**src/rtl/dio_pkg.sv**
```systemverilog
package dio_pkg;

    // timing from the core clock; setup and hold round up, never down
    localparam int CLK_PERIOD_NS = 40;
    localparam logic [9:0] SETUP_LAST = 10'((360 - 1) / CLK_PERIOD_NS);
    localparam logic [9:0] HOLD_LAST = 10'((300 - 1) / CLK_PERIOD_NS);
    localparam logic [9:0] ABORT_LAST = 10'(40000 / CLK_PERIOD_NS - 1);
    localparam logic [4:0] FRC_LAST = 5'(1000000 / CLK_PERIOD_NS / 2048 - 1);

    // controller register map (byte addresses)
    localparam logic [4:0] REG_CTRL = 5'h00;
    localparam logic [4:0] REG_ADDR = 5'h04;
    localparam logic [4:0] REG_WDATA = 5'h08;
    localparam logic [4:0] REG_RDATA = 5'h0C;
    localparam logic [4:0] REG_STATUS = 5'h10;

    // control register fields
    localparam int CTRL_GO = 0;
    localparam int CTRL_WRITE = 1;
    localparam int CTRL_RF_LSB = 2;
    localparam int CTRL_VAR16 = 6;
    localparam int CTRL_OPRESET = 7;

    // status register fields
    localparam int ST_BUSY = 0;
    localparam int ST_CC_A = 1;
    localparam int ST_CC_B = 2;
    localparam int ST_OVF = 3;
    localparam int ST_CARRY = 4;
    localparam int ST_ABORT = 5;
    localparam int ST_DONE = 6;
    localparam int ST_REFUSED = 7;

    localparam logic [1:0] RESP_OKAY = 2'h0;
    localparam logic [1:0] RESP_SLVERR = 2'h2;

    typedef enum logic [3:0] {
        MODE_INTERNAL = 4'h0,
        MODE_INTERRUPT = 4'h1,
        MODE_TESTER = 4'h2,
        MODE_SPECIAL = 4'hF
    } dio_mode_type;

    typedef enum logic [2:0] {
        CS_IDLE = 3'b000,
        CS_SETUP = 3'b001,
        CS_STROBE = 3'b010,
        CS_HOLD = 3'b011,
        CS_RELEASE = 3'b100
    } dio_cpu_state_type;

    typedef enum logic {
        US_WAIT = 1'b0,
        US_ACK = 1'b1
    } dio_unit_state_type;

endpackage

```
**src/rtl/dio_if.sv**
```systemverilog
`timescale 1ns/1ps
`default_nettype none
interface dio_if;
    logic [15:0] address_lines;
    logic direction_line;
    logic [31:0] data_out;
    logic [31:0] data_in;
    logic transfer_strobe;
    logic transfer_acknowledge;
    logic status_bit_a_line;
    logic status_bit_b_line;
    logic io_reset_line;
    logic free_running_clock_line;

    modport cpu_end (
        output address_lines, direction_line, data_out, transfer_strobe,
        output io_reset_line, free_running_clock_line,
        input data_in, transfer_acknowledge,
        input status_bit_a_line, status_bit_b_line
    );
    modport unit_end (
        input address_lines, direction_line, data_out, transfer_strobe,
        input io_reset_line, free_running_clock_line,
        output data_in, transfer_acknowledge,
        output status_bit_a_line, status_bit_b_line
    );
endinterface
`default_nettype wire

```
**src/rtl/dio_cpu_end.sv**
```systemverilog
// Function
// lines set, strobe at least 360 ns later
// only the addressed unit acknowledges
// strobe drops at least 300 ns after acknowledge
// unit withdraws all signals on strobe fall
// two status bits, addressed unit only
// io reset on power sequence, operator reset
// free-running 1.024 MHz square clock; code toggles every 12 clocks, a 960 ns period
// read puts low 16 address bits
// read stores data unless field zero
// 16-bit read: 16 bits, overflow and carry
// write puts low 16 address bits
// write drives register or zeros
// write also samples the status bits
// 16-bit write: 16 bits, overflow and carry
// top nibble selects mode, interrupt write-only
// direction high for write, low read
// busy stalls further orders, watchdog flag
// unit drops acknowledge as strobe drops
// strobe held; 16-bit variant aborts 40 us
// unit synchronises the strobe twice
`timescale 1ns/1ps
`default_nettype none
module dio_cpu_end (
    // clock and reset
    input wire logic aclk,
    input wire logic aresetn,
    // register bus
    input wire logic [31:0] s_axi_awaddr,
    input wire logic s_axi_awvalid,
    output logic s_axi_awready,
    input wire logic [31:0] s_axi_wdata,
    input wire logic [3:0] s_axi_wstrb,
    input wire logic s_axi_wvalid,
    output logic s_axi_wready,
    output logic [1:0] s_axi_bresp,
    output logic s_axi_bvalid,
    input wire logic s_axi_bready,
    input wire logic [31:0] s_axi_araddr,
    input wire logic s_axi_arvalid,
    output logic s_axi_arready,
    output logic [31:0] s_axi_rdata,
    output logic [1:0] s_axi_rresp,
    output logic s_axi_rvalid,
    input wire logic s_axi_rready,
    // power sequencing
    input wire logic power_sequence,
    // link
    dio_if.cpu_end dio
);
    import dio_pkg::*;

    logic aw_held;
    logic w_held;
    logic [4:0] aw_addr;
    logic [31:0] w_data;
    logic [3:0] w_strb;
    logic ctrl_write;
    logic [3:0] ctrl_rfield;
    logic ctrl_var16;
    logic ctrl_opreset;
    logic [31:0] eff_addr;
    logic [31:0] wdata_reg;
    logic [31:0] rdata_reg;
    logic cc_a, cc_b, ovf, carry, abort_flag, done_flag, refused_flag;
    dio_cpu_state_type state;
    logic [9:0] cnt;
    logic [4:0] frc_cnt;
    logic [34:0] sync1;
    logic [34:0] sync2;
    logic [31:0] wmask;

    // byte lanes
    genvar gi;
    generate
        for (gi = 0; gi < 4; gi++) begin : g_lane
            assign wmask[gi*8 +: 8] = {8{w_strb[gi]}};
        end
    endgenerate

    wire do_write = aw_held && w_held && !s_axi_bvalid;
    wire hit_ctrl = aw_addr == REG_CTRL;
    wire hit_addr = aw_addr == REG_ADDR;
    wire hit_wdata = aw_addr == REG_WDATA;
    wire wr_mapped = hit_ctrl || hit_addr || hit_wdata;
    wire busy = state != CS_IDLE;
    wire ctrl_wr = do_write && hit_ctrl && w_strb[0];
    wire go_req = ctrl_wr && w_data[CTRL_GO] && !busy;
    wire go_write = w_data[CTRL_WRITE];
    wire [3:0] go_rfield = w_data[CTRL_RF_LSB +: 4];
    wire go_var16 = w_data[CTRL_VAR16];
    // interrupt control takes writes only
    wire go_bad = (eff_addr[15:12] == MODE_INTERRUPT) && !go_write;
    wire go_ok = go_req && !go_bad;
    wire [31:0] out_data = (go_rfield == 4'h0) ? 32'h0 :
        (go_var16 ? {16'h0, wdata_reg[15:0]} : wdata_reg);
    wire [31:0] status_word = {24'h0, refused_flag, done_flag, abort_flag,
        carry, ovf, cc_b, cc_a, busy};
    wire [4:0] ar_off = s_axi_araddr[4:0];
    wire rd_mapped = s_axi_araddr[31:5] == 27'h0 && ar_off[1:0] == 2'h0 &&
        ar_off <= REG_STATUS;
    wire [31:0] ctrl_word = {24'h0, ctrl_opreset, ctrl_var16, ctrl_rfield,
        ctrl_write, 1'b0};
    wire [31:0] rd_mux = (ar_off == REG_CTRL) ? ctrl_word :
        (ar_off == REG_ADDR) ? eff_addr :
        (ar_off == REG_WDATA) ? wdata_reg :
        (ar_off == REG_RDATA) ? rdata_reg :
        (ar_off == REG_STATUS) ? status_word : 32'h0;

    // link returns are asynchronous
    wire ack_s = sync2[34];
    wire sta_s = sync2[33];
    wire stb_s = sync2[32];
    wire [31:0] din_s = sync2[31:0];

    assign s_axi_awready = !aw_held;
    assign s_axi_wready = !w_held;
    assign s_axi_arready = !s_axi_rvalid;

    always_ff @(posedge aclk) begin
        sync1 <= {dio.transfer_acknowledge, dio.status_bit_a_line,
            dio.status_bit_b_line, dio.data_in};
        sync2 <= sync1;
    end

    // write channel: address and data taken in either order
    always_ff @(posedge aclk) begin
        if (!aresetn) begin
            aw_held <= 1'b0;
            w_held <= 1'b0;
            aw_addr <= 5'h0;
            w_data <= 32'h0;
            w_strb <= 4'h0;
            s_axi_bvalid <= 1'b0;
            s_axi_bresp <= RESP_OKAY;
        end else begin
            if (s_axi_awvalid && !aw_held) begin
                aw_held <= 1'b1;
                aw_addr <= s_axi_awaddr[31:5] == 27'h0 ?
                    s_axi_awaddr[4:0] : 5'h1F;
            end
            if (s_axi_wvalid && !w_held) begin
                w_held <= 1'b1;
                w_data <= s_axi_wdata;
                w_strb <= s_axi_wstrb;
            end
            if (do_write) begin
                aw_held <= 1'b0;
                w_held <= 1'b0;
                s_axi_bvalid <= 1'b1;
                s_axi_bresp <= wr_mapped ? RESP_OKAY : RESP_SLVERR;
            end else if (s_axi_bready) begin
                s_axi_bvalid <= 1'b0;
            end
        end
    end

    always_ff @(posedge aclk) begin
        if (!aresetn) begin
            s_axi_rvalid <= 1'b0;
            s_axi_rdata <= 32'h0;
            s_axi_rresp <= RESP_OKAY;
        end else if (s_axi_arvalid && !s_axi_rvalid) begin
            s_axi_rvalid <= 1'b1;
            s_axi_rdata <= rd_mux;
            s_axi_rresp <= rd_mapped ? RESP_OKAY : RESP_SLVERR;
        end else if (s_axi_rready) begin
            s_axi_rvalid <= 1'b0;
        end
    end

    // order registers; a transfer in flight freezes all but the operator reset bit
    always_ff @(posedge aclk) begin
        if (!aresetn) begin
            eff_addr <= 32'h0;
            wdata_reg <= 32'h0;
            ctrl_write <= 1'b0;
            ctrl_rfield <= 4'h0;
            ctrl_var16 <= 1'b0;
            ctrl_opreset <= 1'b0;
        end else if (do_write) begin
            if (hit_addr && !busy) begin
                eff_addr <= (eff_addr & ~wmask) | (w_data & wmask);
            end
            if (hit_wdata && !busy) begin
                wdata_reg <= (wdata_reg & ~wmask) | (w_data & wmask);
            end
            if (ctrl_wr) begin
                ctrl_opreset <= w_data[CTRL_OPRESET];
                if (!busy) begin
                    ctrl_write <= go_write;
                    ctrl_rfield <= go_rfield;
                    ctrl_var16 <= go_var16;
                end
            end
        end
    end

    always_ff @(posedge aclk) begin
        if (!aresetn) begin
            dio.io_reset_line <= 1'b1;
        end else begin
            dio.io_reset_line <= power_sequence || ctrl_opreset;
        end
    end

    // free-running clock: never gated by transfers
    always_ff @(posedge aclk) begin
        if (!aresetn) begin
            frc_cnt <= 5'h0;
            dio.free_running_clock_line <= 1'b0;
        end else if (frc_cnt == FRC_LAST) begin
            frc_cnt <= 5'h0;
            dio.free_running_clock_line <= !dio.free_running_clock_line;
        end else begin
            frc_cnt <= frc_cnt + 5'h1;
        end
    end

    always_ff @(posedge aclk) begin
        if (!aresetn) begin
            state <= CS_IDLE;
            cnt <= 10'h0;
            dio.transfer_strobe <= 1'b0;
            dio.address_lines <= 16'h0;
            dio.direction_line <= 1'b0;
            dio.data_out <= 32'h0;
            rdata_reg <= 32'h0;
            {cc_a, cc_b, ovf, carry} <= 4'h0;
            {abort_flag, done_flag, refused_flag} <= 3'h0;
        end else begin
            case (state)
                CS_IDLE: begin
                    if (go_req) begin
                        {abort_flag, done_flag} <= 2'h0;
                        refused_flag <= go_bad;
                    end
                    if (go_ok) begin
                        state <= CS_SETUP;
                        cnt <= 10'h0;
                        dio.address_lines <= eff_addr[15:0];
                        dio.direction_line <= go_write;
                        dio.data_out <= go_write ? out_data : 32'h0;
                    end
                end
                CS_SETUP: begin
                    cnt <= cnt + 10'h1;
                    if (cnt == SETUP_LAST) begin
                        state <= CS_STROBE;
                        cnt <= 10'h0;
                        dio.transfer_strobe <= 1'b1;
                    end
                end
                CS_STROBE: begin
                    cnt <= cnt + 10'h1;
                    if (ack_s) begin
                        state <= CS_HOLD;
                        cnt <= 10'h0;
                        if (ctrl_var16) begin
                            ovf <= sta_s;
                            carry <= stb_s;
                        end else begin
                            cc_a <= sta_s;
                            cc_b <= stb_s;
                        end
                        if (!ctrl_write && ctrl_rfield != 4'h0) begin
                            rdata_reg <= ctrl_var16 ?
                                {16'h0, din_s[15:0]} : din_s;
                        end
                    end else if (ctrl_var16 && cnt == ABORT_LAST) begin
                        state <= CS_IDLE;
                        dio.transfer_strobe <= 1'b0;
                        abort_flag <= 1'b1;
                    end
                end
                CS_HOLD: begin
                    cnt <= cnt + 10'h1;
                    if (cnt == HOLD_LAST) begin
                        state <= CS_RELEASE;
                        dio.transfer_strobe <= 1'b0;
                    end
                end
                CS_RELEASE: begin
                    // stay busy until the unit lets go
                    if (!ack_s) begin
                        state <= CS_IDLE;
                        done_flag <= 1'b1;
                    end
                end
                default: state <= CS_IDLE;
            endcase
        end
    end
endmodule
`default_nettype wire

```
**src/flat_wrapper.sv**
```systemverilog
// flat-port wrapper written by rule: the top's interface ports become plain ports
module dio_cpu_end_flat import dio_pkg::*;
  (aclk, aresetn, s_axi_awaddr, s_axi_awvalid, s_axi_awready, s_axi_wdata, s_axi_wstrb, s_axi_wvalid, s_axi_wready, s_axi_bresp, s_axi_bvalid, s_axi_bready, s_axi_araddr, s_axi_arvalid, s_axi_arready, s_axi_rdata, s_axi_rresp, s_axi_rvalid, s_axi_rready, power_sequence, dio_address_lines, dio_direction_line, dio_data_out, dio_transfer_strobe, dio_io_reset_line, dio_free_running_clock_line, dio_data_in, dio_transfer_acknowledge, dio_status_bit_a_line, dio_status_bit_b_line);
  dio_if dio_i ();
  input wire logic aclk;
  input wire logic aresetn;
  input wire logic [31:0] s_axi_awaddr;
  input wire logic s_axi_awvalid;
  output logic s_axi_awready;
  input wire logic [31:0] s_axi_wdata;
  input wire logic [3:0] s_axi_wstrb;
  input wire logic s_axi_wvalid;
  output logic s_axi_wready;
  output logic [1:0] s_axi_bresp;
  output logic s_axi_bvalid;
  input wire logic s_axi_bready;
  input wire logic [31:0] s_axi_araddr;
  input wire logic s_axi_arvalid;
  output logic s_axi_arready;
  output logic [31:0] s_axi_rdata;
  output logic [1:0] s_axi_rresp;
  output logic s_axi_rvalid;
  input wire logic s_axi_rready;
  input wire logic power_sequence;
  output wire logic [$bits(dio_i.address_lines)-1:0] dio_address_lines;
  output wire logic [$bits(dio_i.direction_line)-1:0] dio_direction_line;
  output wire logic [$bits(dio_i.data_out)-1:0] dio_data_out;
  output wire logic [$bits(dio_i.transfer_strobe)-1:0] dio_transfer_strobe;
  output wire logic [$bits(dio_i.io_reset_line)-1:0] dio_io_reset_line;
  output wire logic [$bits(dio_i.free_running_clock_line)-1:0] dio_free_running_clock_line;
  input wire logic [$bits(dio_i.data_in)-1:0] dio_data_in;
  input wire logic [$bits(dio_i.transfer_acknowledge)-1:0] dio_transfer_acknowledge;
  input wire logic [$bits(dio_i.status_bit_a_line)-1:0] dio_status_bit_a_line;
  input wire logic [$bits(dio_i.status_bit_b_line)-1:0] dio_status_bit_b_line;
  assign dio_address_lines = dio_i.address_lines;
  assign dio_direction_line = dio_i.direction_line;
  assign dio_data_out = dio_i.data_out;
  assign dio_transfer_strobe = dio_i.transfer_strobe;
  assign dio_io_reset_line = dio_i.io_reset_line;
  assign dio_free_running_clock_line = dio_i.free_running_clock_line;
  assign dio_i.data_in = dio_data_in;
  assign dio_i.transfer_acknowledge = dio_transfer_acknowledge;
  assign dio_i.status_bit_a_line = dio_status_bit_a_line;
  assign dio_i.status_bit_b_line = dio_status_bit_b_line;
  dio_cpu_end u_core (.aclk(aclk), .aresetn(aresetn), .s_axi_awaddr(s_axi_awaddr), .s_axi_awvalid(s_axi_awvalid), .s_axi_awready(s_axi_awready), .s_axi_wdata(s_axi_wdata), .s_axi_wstrb(s_axi_wstrb), .s_axi_wvalid(s_axi_wvalid), .s_axi_wready(s_axi_wready), .s_axi_bresp(s_axi_bresp), .s_axi_bvalid(s_axi_bvalid), .s_axi_bready(s_axi_bready), .s_axi_araddr(s_axi_araddr), .s_axi_arvalid(s_axi_arvalid), .s_axi_arready(s_axi_arready), .s_axi_rdata(s_axi_rdata), .s_axi_rresp(s_axi_rresp), .s_axi_rvalid(s_axi_rvalid), .s_axi_rready(s_axi_rready), .power_sequence(power_sequence), .dio(dio_i));
endmodule
```
**config.mk**
```make
export PLATFORM = sky130hd
export DESIGN_NAME = dio_cpu_end_flat
export DESIGN_NICKNAME = d
export VERILOG_FILES = /design/src/rtl/dio_pkg.sv /design/src/rtl/dio_if.sv /design/src/rtl/dio_cpu_end.sv /design/src/flat_wrapper.sv
export SDC_FILE = /design/constraint.sdc
export NUM_CORES = 1
export LEC_CHECK = 0
export BUFFER_PORTS_ARGS = -buffer_cell sky130_fd_sc_hd__buf_2
export CORE_AREA = 4 4 117 230
export DETAILED_ROUTE_END_ITERATION = 7
export DIE_AREA = 0 0 121 234
export PLACE_DENSITY_LB_ADDON = 0.12
export SETUP_SLACK_MARGIN = 0.02
export SYNTH_ARGS = -nofsm -noshare
export SYNTH_HDL_FRONTEND = slang
export SYNTH_SLANG_ARGS = --single-unit
```
**constraint.sdc**
```tcl
create_clock -name aclk -period 5.25 [get_ports aclk]
set_input_delay 0.7875 -clock aclk [delete_from_list [all_inputs] [get_ports aclk]]
set_output_delay 0.7875 -clock aclk [all_outputs]
set_load 0.01 [all_outputs]
```
== After elaboration in Yosys (flattened, before gate mapping) ==
Cells that the tools add are included.
W data, S select, Z words.
Operators by class
  order comparisons: 1
  $add $sub $neg: 2
  equal/unequal tests: 23
  div/mod/pow operators: 0
  multiplexer cells: 38
  shift operators: 0
  bitwise gates (word level): 9
  multiply operators: 0
  reduce and logical (&&, ||, !) cells: 60
Operators with widths (count)
  $mux W32: 8
  $and A32 B32 Y32: 3
  $or A32 B32 Y32: 2
  $logic_not A27 Y1: 2
  $pmux W10 S4: 1
  $not A32 Y32: 1
  $mux W10: 3
  $eq A5 B4 Y1 const B: 4
  $mux W3: 6
  $logic_and A1 B1 Y1: 17
  $pmux W3 S5: 1
  $reduce_and A3 Y1: 5
  $mux W1: 12
  $reduce_and A2 Y1: 6
  $add A10 B1 Y10 const B: 1
  $eq A10 B10 Y1 const B: 1
  $eq A10 B3 Y1 const B: 1
  $eq A10 B4 Y1 const B: 1
  $eq A5 B3 Y1 const B: 2
  $logic_not A5 Y1: 2
  $ne A2 B1 Y1 const B: 5
  $reduce_and A5 Y1: 2
  $logic_not A1 Y1: 9
  $mux W8: 1
  23 further kinds: 37
Storage, ports and cells
  memories kept: 0
  logic and storage cells: 168
  bits of input ports: 143
  bits in latches: 0
  memory bits (writable): 0
  ROM bits: 0
  register bits: 331
  output and inout bits: 93

== Depth between registers and ports, before layout ==
Gate-level depths: netlist of the first run.
  depth after elaboration: 9
  gate-level depth with buffers: 8
  depth with buffers taken out: 7

== Least setup slack after synthesis of the first run ==
No wires, ideal clock.
  path type: input port to flip-flop
  start: input s_axi_araddr[3]
  end: register u_core.s_axi_rdata[7]
  library setup time: 0.132 ns
  buffers on the path: 2
  path slack: 2.896 ns
  data required time: 5.118 ns
  cell stages on the path: 5
  arrival time: 2.222 ns
  cells stage by stage: clkbuf_1 buf_1 mux4_2 a22oi_1 a21oi_1
Between the ends
  cells in the longest elaborated chain, start to end: 6
  elaborated cells on any way between the ends: 10
  those cells by class: 4 x eq/ne; 5 x mux; 1 x reduce/logical
RTL lines
  start: declaration: line flat_wrapper.sv:17  | input wire logic [31:0] s_axi_araddr;
  $eq A5 B5 Y1: line dio_cpu_end.sv:108  | (ar_off == REG_STATUS) ? status_word : 32'h0;
  $mux W8: line dio_cpu_end.sv:108
  $mux W32: line dio_cpu_end.sv:107  | (ar_off == REG_RDATA) ? rdata_reg :
  $mux W32: line dio_cpu_end.sv:106  | (ar_off == REG_WDATA) ? wdata_reg :
  $mux W32: line dio_cpu_end.sv:105  | (ar_off == REG_ADDR) ? eff_addr :
  $mux W32 (*): line dio_cpu_end.sv:104  | wire [31:0] rd_mux = (ar_off == REG_CTRL) ? ctrl_word :
  end signal: assignment: line dio_cpu_end.sv:165  | s_axi_rdata <= rd_mux;
  end: declaration: line dio_cpu_end.sv:42  | output logic [31:0] s_axi_rdata,
Every way passes the cells marked *; elsewhere a longest branch is shown, timed or not.
A chain may end at the register's enable or synchronous reset.

== Final worst setup path of the first run ==
  start: register u_core.w_strb[0]
  end: register u_core.dio.data_out[23]
Between the ends
  cells in the longest elaborated chain, start to end: 5
RTL lines
  start: declaration: line dio_cpu_end.sv:57  | logic [3:0] w_strb;
  start signal: assignment: line dio_cpu_end.sv:145  | w_strb <= s_axi_wstrb;
  $logic_and A1 B1 Y1: line dio_cpu_end.sv:87  | wire ctrl_wr = do_write && hit_ctrl && w_strb[0];
  $logic_and A1 B1 Y1 (2 in series): line dio_cpu_end.sv:88  | wire go_req = ctrl_wr && w_data[CTRL_GO] && !busy;
  $logic_and A1 B1 Y1: line dio_cpu_end.sv:94  | wire go_ok = go_req && !go_bad;
  $reduce_and A2 Y1 (no line)
  end signal: assignment: line dio_cpu_end.sv:243  | dio.data_out <= go_write ? out_data : 32'h0;
  end: declaration: line dio_if.sv:16  | output address_lines, direction_line, data_out, transfer_strobe,
Every way passes these cells.

==> flow_metrics.env, run 1 <==
export IMPL_grt_pass1_vias=9242
export IMPL_min_path_type="reg -> reg"
export IMPL_multi_input_area_um2=4650
export IMPL_max_freq_mhz=326
export IMPL_yosys_area_share_adder_pct=0.324
export IMPL_layout_common_cells="dfxtp_1 (329), buf_2 (233), nand2_1 (221), a21oi_1 (128)"
export IMPL_grt_max_degree=95
export IMPL_clock_root_buffer="clkbuf_16"
export IMPL_use_met2_pct=43.2
export IMPL_fin_crit_sh_pct=58.4
export IMPL_pwr_density_cell_nw_per_um2=359
export IMPL_tightest_slew_ps=1280
export IMPL_crit_path_end_kind="flop"
export IMPL_die_area_um2=28300
export IMPL_ys_flop_type="dfxtp_1"
export IMPL_place_inst=1725
export IMPL_skew_ps=19.9
export IMPL_async_reset_ff_share_pct=0
export IMPL_irDropWorstVdd_mv=0.304
export IMPL_r2r_start="u_core.w_strb[0]"
export IMPL_cts_tree="built"
export IMPL_std_cell_rows=82
export IMPL_outcome="complete, no violations"
export IMPL_grt_ovfl_total=0
export IMPL_boundaryPins=236
export IMPL_h_tree_depth=1
export IMPL_drt_wl_total_mm=33.6
export IMPL_grt_met3_usage_pct=2.66
export IMPL_grt_usage_pct=22.9
export IMPL_vias=9592
export IMPL_hp_start="u_core.sync1[3]"
export IMPL_p_leak_nw=5.54
export IMPL_busiest_layer="met2"
export IMPL_worst_ep_arrival_time_ps=3560
export IMPL_gr_usage_met1_pct=25.9
export IMPL_ff_latch_area_um2=6590
export IMPL_ys_types=60
export IMPL_place_ws_ps=2070
export IMPL_synth_top_family_by_area="simple AND/OR/NAND/NOR gates"
export IMPL_cts_resized=0
export IMPL_yosys_mux_area_fraction_pct=5.94
export IMPL_dr_pass1_iters=5
export IMPL_hpwlAfterDp_mm=23.7
export IMPL_cts_buffer_depth=3
export IMPL_worstPathMaxFanout=21
export IMPL_drt_initial_drc_count=609
export IMPL_final_cells=1775
export IMPL_cts_hold_buf=0
export IMPL_relSlewSlack_pct=14.3
export IMPL_stdcell_area_um2=13900
export IMPL_clock_sinks=329
export IMPL_yosysSeqAreaShare_pct=56.8
export IMPL_drive_above_1_share_pct=24.3
export IMPL_syn_to_final_growth_pct=20.1
export IMPL_post_cts_buffers=0
export IMPL_vias_per_cell=5.40
export IMPL_fin_crit_ps=3060
export IMPL_cp_startpoint="u_core.w_strb[0]"
export IMPL_crit_required_ps=5750
export IMPL_insertedDiodeCount=0
export IMPL_synth_compound_area_share_pct=15.2
export IMPL_avgSynthCellArea_um2=9.45
export IMPL_yosysWarnings=0
export IMPL_initial_core_util_pct=46.1
export IMPL_drv_slew=0
export IMPL_numCtsBuffers=29
export IMPL_gp_congestion=0.810
export IMPL_synth_area_um2=11600
export IMPL_die_w_um=121
export IMPL_fillers=2364
export IMPL_coreArea_um2=25100
export IMPL_hold_ws_ps=324
export IMPL_synthXorXnorAreaFrac_pct=0.302
export IMPL_nets=1566
export IMPL_final_common_cell="dfxtp_1"
export IMPL_final_setup_viol_count=0
export IMPL_grt_pass1_wl_mm=50.7
export IMPL_critPathKind="reg -> reg"
export IMPL_die_h_um=234
export IMPL_io_buffers=233
export IMPL_synth_edf_count=0
export IMPL_hold_viol_final=0
export IMPL_postRouteAntennaNets=0
export IMPL_rsz0062_at_grt="no"
export IMPL_netlist_instances=1227
export IMPL_tns_ps=0
export IMPL_ys_ff_latch=329
export IMPL_drc=0
export IMPL_place_area_um2=13000
export IMPL_clk_pin_slew_ps=70
export IMPL_worstSkewPairLatency_ps=560
export IMPL_antenna_found_initial=0
export IMPL_synth_simple_area_share_pct=17.9
export IMPL_postLayoutSetupSlackWorst_ps=2190
export IMPL_critPathLaunchType="flop"
export IMPL_routedWlPerCell_um=19.0
export IMPL_drv_cap=0
## worst max-delay path, stage by stage (launching register included)
cell and delay, ps:
dfxtp_1 780, nand3b_1 260, nor4_4 360, and4_1 740, and2b_1 620, a22o_2 230
## cells in the mapped netlist (2+ instances only)
master,n,area (µm²)
a211oi_1,10,75.1
and4_1,4,35.0
nor4_1,16,100
nand2_1,221,830
a31oi_1,6,37.5
nor3_1,7,35.0
or3_1,3,18.8
o21ai_0,30,150
nand2b_1,6,37.5
a22o_1,24,210
nand3_1,83,415
xnor2_1,2,17.5
o22ai_1,2,12.5
buf_2,3,15.0
buf_6,2,22.5
xor2_1,2,17.5
a22oi_1,48,360
or4_1,5,37.5
ha_1,3,37.5
nor2b_1,6,37.5
nand4b_1,3,26.3
and3_1,4,25.0
nand4_1,5,31.3
mux2i_1,26,260
mux2_2,24,270
inv_1,10,37.5
o221a_2,5,56.3
clkbuf_1,73,274
a21oi_1,128,641
dfxtp_1,329,6590
a32o_1,3,30.0
nor2_1,84,315
nand3b_1,4,30.0
mux4_2,7,158
buf_4,3,22.5
buf_1,3,11.3
a22o_2,10,100
## per-stage QoR
stage | utilization (%) | power [mW]
after floorplan | - | 2.78
after CTS | 55.4 | 5.04
final | 55.4 | 4.99
after detailed placement | 51.6 | 2.90
after global placement | 51.6 | 2.90
after global routing | 55.4 | 5.16
## area by class of cell
class / count / area share [%]
inverters: 11 / 0.333
well taps: 336 / 3.02
repair buffers: 246 / 9.08
flip-flops and latches: 329 / 47.3
clock buffers: 40 / 5.94
multi-input cells: 803 / 33.4
clock inverters: 10 / 0.926
## cells by family after synthesis
family | Yosys count
and+or+nand+nor | 461
DFF | 329
AOI/OAI and AO/OA | 276
buffers and inverters | 96
muxes | 57
xor gates and xnor gates | 4
adders and majority gates | 3
other | 1
## metal layers
layer  share of wire [%]  wire [µm]  vias to the layer above
li1                    -          -                     4677
met2                  54      18200                      309
met5                   0          0                        -
met1                  37      12500                     4539
met4                 4.0       1340                        0
met3                 4.7       1580                       67
## power breakdown
group          internal [mW]  switching (mW)
Combinational         0.0916           0.152
Sequential              2.56          0.0489
Clock                   1.24           0.903
## final timing paths
kind / to / slack [ps] / cells after the start
setup reg to reg: u_core.dio.data_out[23] / 2190 / 5
hold reg to reg: u_core.sync2[3] / 320 / 0
setup / recovery: u_core.dio.data_out[23] / 2190 / 5
hold / removal: u_core.sync2[3] / 320 / 0
Power figures use the tool's default switching activity.
==> inputs of run 2 (changes only) <==
==> constraint.sdc (replaced) <==
create_clock -name aclk -period 2.75 [get_ports aclk]
set_input_delay 0.4125 -clock aclk [delete_from_list [all_inputs] [get_ports aclk]]
set_output_delay 0.4125 -clock aclk [all_outputs]
set_load 0.01 [all_outputs]
==> flow_metrics.env, run 2 (same netlist as run 1, synthesis figures left out) <==
export IMPL_outcome="complete, no violations"
export IMPL_cts_tree="built"
export IMPL_highest_layer="met4"
export IMPL_hpwlAfterDp_mm=24.7
export IMPL_tightest_slew_ps=769
export IMPL_critPathLaunchType="flop"
export IMPL_clk_pin_slew_ps=70
export IMPL_p_leak_nw=5.79
export IMPL_rsz0062_at_grt="no"
export IMPL_place_ws_ps=367
export IMPL_path_cells="or3_1, nor4_4, and4_1, and2b_1, a22o_2"
export IMPL_nets=1616
export IMPL_gp_congestion=0.844
export IMPL_post_route_util_pct=57.6
export IMPL_std_cell_rows=82
export IMPL_insertedDiodeCount=0
export IMPL_cpPeakStageDelay_ps=550
export IMPL_cts_buffer_depth=3
export IMPL_worstPathMaxFanout=16
export IMPL_final_setup_viol_count=0
export IMPL_place_area_um2=13100
export IMPL_die_area_um2=28300
export IMPL_antenna_found_initial=0
export IMPL_relSlewSlack_pct=48.5
export IMPL_critPathKind="reg -> reg"
export IMPL_postRouteAntennaNets=0
export IMPL_regToRegSetupSlack_ps=320
export IMPL_clock_root_buffer="clkbuf_16"
export IMPL_routedWlPerCell_um=19.0
export IMPL_drive_above_1_share_pct=24.5
export IMPL_io_buffers=233
export IMPL_drv_slew=0
export IMPL_hold_viol_final=0
export IMPL_final_common_cell="dfxtp_1"
export IMPL_grt_ovfl_total=0
export IMPL_wl_met2_mm=19.0
export IMPL_vias=9767
export IMPL_wl_met1_mm=13.1
export IMPL_pwr_density_cell_nw_per_um2=684
export IMPL_die_w_um=121
export IMPL_irDropWorstVdd_mv=0.665
export IMPL_tns_ps=0
export IMPL_drc=0
export IMPL_numCtsBuffers=28
export IMPL_grt_pass1_wl_mm=53.0
export IMPL_coreArea_um2=25100
export IMPL_grt_max_degree=54
export IMPL_cts_resized=0
export IMPL_worstSkewPairLatency_ps=560
export IMPL_route_met3_wl_mm=1.29
export IMPL_crit_path_end_kind="flop"
export IMPL_grt_usage_pct=23.9
export IMPL_h_tree_depth=1
export IMPL_fin_crit_ps=2430
export IMPL_max_freq_mhz=411
export IMPL_fin_crit_sh_pct=88.4
export IMPL_crit_required_ps=3250
export IMPL_fillers=2244
export IMPL_postLayoutSetupSlackWorst_ps=318
export IMPL_worst_ep_arrival_time_ps=2930
export IMPL_grt_pass1_vias=9811
export IMPL_vias_per_cell=5.35
export IMPL_boundaryPins=236
export IMPL_skew_ps=8.84
export IMPL_syn_to_final_growth_pct=24.9
export IMPL_dr_pass1_iters=4
export IMPL_initial_core_util_pct=46.1
export IMPL_die_h_um=234
export IMPL_cp_slowest_cell="and2b_1"
export IMPL_min_path_type="in -> reg"
export IMPL_stdcell_area_um2=14500
export IMPL_drt_initial_drc_count=651
export IMPL_drt_wl_total_mm=34.7
export IMPL_clock_sinks=329
export IMPL_drv_cap=0
export IMPL_hold_ws_ps=38.0
export IMPL_layout_common_cells="dfxtp_1 (329), buf_2 (233), nand2_1 (221), a21oi_1 (128)"
-- run 2: layout make-up --
cell class                 instances  area, µm²  share of cell area [%]
inverter                          11       46.3                   0.320
clock buffer                      37        774                    5.35
timing repair buffer             297       1750                    12.1
multi-input combinational        803       4650                    32.1
sequential                       329       6590                    45.5
tap                              336        420                    2.90
clock inverter                    13        256                    1.77
-- run 2: path summary, 6_finish.rpt --
path | end | cells past startpoint | from
min | u_core.s_axi_rvalid | 2 | s_axi_rready
max reg2reg | u_core.dio.data_out[22] | 5 | u_core.state[2]
min reg2reg | u_core.sync2[15] | 0 | u_core.sync1[15]
max | u_core.dio.data_out[22] | 5 | u_core.state[2]
-- run 2: metrics by stage --
step           power, mW  cells
6_report            9.91   1826
5_1_grt             10.2   1826
4_1_cts             9.99   1826
3_5_place_dp        5.57   1741
3_3_place_gp        5.56   1741
2_1_floorplan       5.31   1228
-- run 2: layer usage --
metal / up-vias / track usage (%)
met5: - / 0
met4: 0 / 9.68
met3: 61 / 2.63
met2: 238 / 45.6
met1: 4692 / 26.6
li1: 4776 / -
-- run 2: what timing repair did --
action                                 in CTS  in global routing
hold buffers                               35                  0
endpoints found under the hold margin      35                  0
setup buffers                               0                  0
-- run 2: power breakdown --
part / switching (mW) / internal [mW]
clock: 1.77 / 2.64
combinational: 0.312 / 0.222
sequential: 0.0859 / 4.88
total: 2.17 / 7.74
-- run 2: worst max-delay path: cells and delay by family (launching register included) --
kind / cells / cell delay [ps]
and+or+nand+nor: 4 / 1680
AOI/OAI and AO/OA: 1 / 250
DFF: 1 / 430
==> inputs of run 3 (changes only) <==
--- a/config.mk
+++ b/config.mk
@@ -9,6 +9,7 @@
 export CORE_AREA = 4 4 117 230
 export DETAILED_ROUTE_END_ITERATION = 7
 export DIE_AREA = 0 0 121 234
+export HOLD_SLACK_MARGIN = 0.1
 export PLACE_DENSITY_LB_ADDON = 0.12
 export SETUP_SLACK_MARGIN = 0.02
 export SYNTH_ARGS = -nofsm -noshare
==> flow_metrics.env, run 3 (same netlist as run 1, synthesis figures left out) <==
export IMPL_worstSkewPairLatency_ps=560
export IMPL_crit_required_ps=3250
export IMPL_nets=1643
export IMPL_vias_per_cell=5.34
export IMPL_vias=9895
export IMPL_cts_tree="built"
export IMPL_grt_ovfl_total=0
export IMPL_rr_worst_depth=5
export IMPL_grt_pass1_wl_mm=53.6
export IMPL_outcome="complete, no violations"
export IMPL_grt_usage_pct=24.2
export IMPL_skew_ps=9.10
export IMPL_tightest_slew_ps=756
export IMPL_tns_ps=0
export IMPL_die_h_um=234
export IMPL_post_cts_buffers=0
export IMPL_p_leak_nw=5.90
export IMPL_pwr_density_cell_nw_per_um2=674
export IMPL_hold_viol_final=0
export IMPL_cts_resized=0
export IMPL_coreArea_um2=25100
export IMPL_relSlewSlack_pct=49.4
export IMPL_critPathKind="reg -> reg"
export IMPL_antenna_found_initial=0
export IMPL_crit_path_end_kind="flop"
export IMPL_critPathLaunchType="flop"
export IMPL_fin_crit_ps=2420
export IMPL_place_ws_ps=367
export IMPL_postLayoutSetupSlackWorst_ps=326
export IMPL_cts_hold_buf=62
export IMPL_clock_root_buffer="clkbuf_16"
export IMPL_multi_input_area_um2=4650
export IMPL_hpwlAfterDp_mm=24.7
export IMPL_clk_pin_slew_ps=70
export IMPL_drv_cap=0
export IMPL_die_area_um2=28300
export IMPL_hold_end="u_core.w_data[31]"
export IMPL_postRouteAntennaNets=0
export IMPL_fillers=2212
export IMPL_max_freq_mhz=413
export IMPL_grt_pass1_vias=9944
export IMPL_routedWlPerCell_um=18.9
export IMPL_dr_pass1_iters=4
export IMPL_drive_above_1_share_pct=24.1
export IMPL_gp_congestion=0.844
export IMPL_drt_wl_total_mm=35.0
export IMPL_worst_ep_arrival_time_ps=2920
export IMPL_drv_slew=0
export IMPL_syn_to_final_growth_pct=27.2
export IMPL_rsz0062_at_grt="no"
export IMPL_boundaryPins=236
export IMPL_r2r_start="u_core.state[2]"
export IMPL_regToRegSetupSlack_ps=330
export IMPL_hp_start="s_axi_wdata[31]"
export IMPL_cts_buffer_depth=3
export IMPL_min_path_type="in -> reg"
export IMPL_layout_common_cells="dfxtp_1 (329), buf_2 (233), nand2_1 (221), a21oi_1 (128)"
export IMPL_drc=0
export IMPL_insertedDiodeCount=0
export IMPL_die_w_um=121
export IMPL_irDropWorstVdd_mv=0.660
export IMPL_place_area_um2=13100
export IMPL_numCtsBuffers=28
export IMPL_worstPathMaxFanout=16
export IMPL_holdPathStages=3
export IMPL_final_common_cell="dfxtp_1"
export IMPL_io_buffers=233
export IMPL_clock_sinks=329
export IMPL_stdcell_area_um2=14700
export IMPL_final_setup_viol_count=0
export IMPL_ff_latch_area_um2=6590
export IMPL_std_cell_rows=82
export IMPL_drt_initial_drc_count=579
export IMPL_fin_crit_sh_pct=88.1
export IMPL_grt_max_degree=54
export IMPL_r2r_end="u_core.dio.data_out[22]"
export IMPL_power_total_mw=9.94
export IMPL_initial_core_util_pct=46.1
export IMPL_h_tree_depth=1
[run 3: cell types whose count changed in the layout (fill, tap and decap cells not counted), sizes merged]
cell,change
dlygate4sd3,+27
[run 3: metal layers]
layer  share of wire [%]  up-vias  GRT usage [%]  routed length, µm
met5                   0        -              0                  0
met1                  38     4765           26.7              13200
li1                    -     4833              -                  -
met3                 3.6       62           2.61               1260
met4                 3.7        0           9.68               1300
met2                  55      235           46.3              19300
[run 3: worst max path at each step]
stage	end	from	cells past startpoint	slack, ps
global route	u_core.dio.data_out[27]	u_core.state[2]	5	220
CTS	u_core.dio.data_out[25]	u_core.state[2]	5	320
global placement	u_core.dio.data_out[28]	u_core.state[2]	5	420
finish	u_core.dio.data_out[22]	u_core.state[2]	5	330
floorplan	u_core.dio.data_out[21]	u_core.aw_addr[4]	8	720
detailed placement	u_core.dio.data_out[25]	u_core.state[2]	5	370
[run 3: layout make-up]
| cell class | instances | share of cell area, % |
|---|---|---|
| flip-flops and latches | 329 | 44.7 |
| repair buffers | 324 | 13.7 |
| inverters | 11 | 0.314 |
| well taps | 336 | 2.85 |
| multi-input cells | 803 | 31.5 |
| clock inverters | 13 | 1.74 |
| clock buffers | 37 | 5.25 |
[run 3: stage by stage]
step | std cells | util, % | hold slack, ps
after global placement | 1741 | 52.1 | 310
final | 1853 | 58.7 | 124
after global routing | 1853 | 58.7 | 125
after CTS | 1853 | 58.7 | 101
after floorplan | 1228 | - | 310
after detailed placement | 1741 | 52.1 | 312
[run 3: worst max-delay path, stage by stage, from the launching register on]
cell and delay (ps):
dfxtp_1 430, or3_1 490, nor4_4 390, and4_1 250, and2b_1 540, a22o_2 250
[run 3: power breakdown]
group | switching [mW] | internal, mW
Sequential | 0.0855 | 4.88
Clock | 1.77 | 2.64
Combinational | 0.318 | 0.247
Total | 2.17 | 7.77
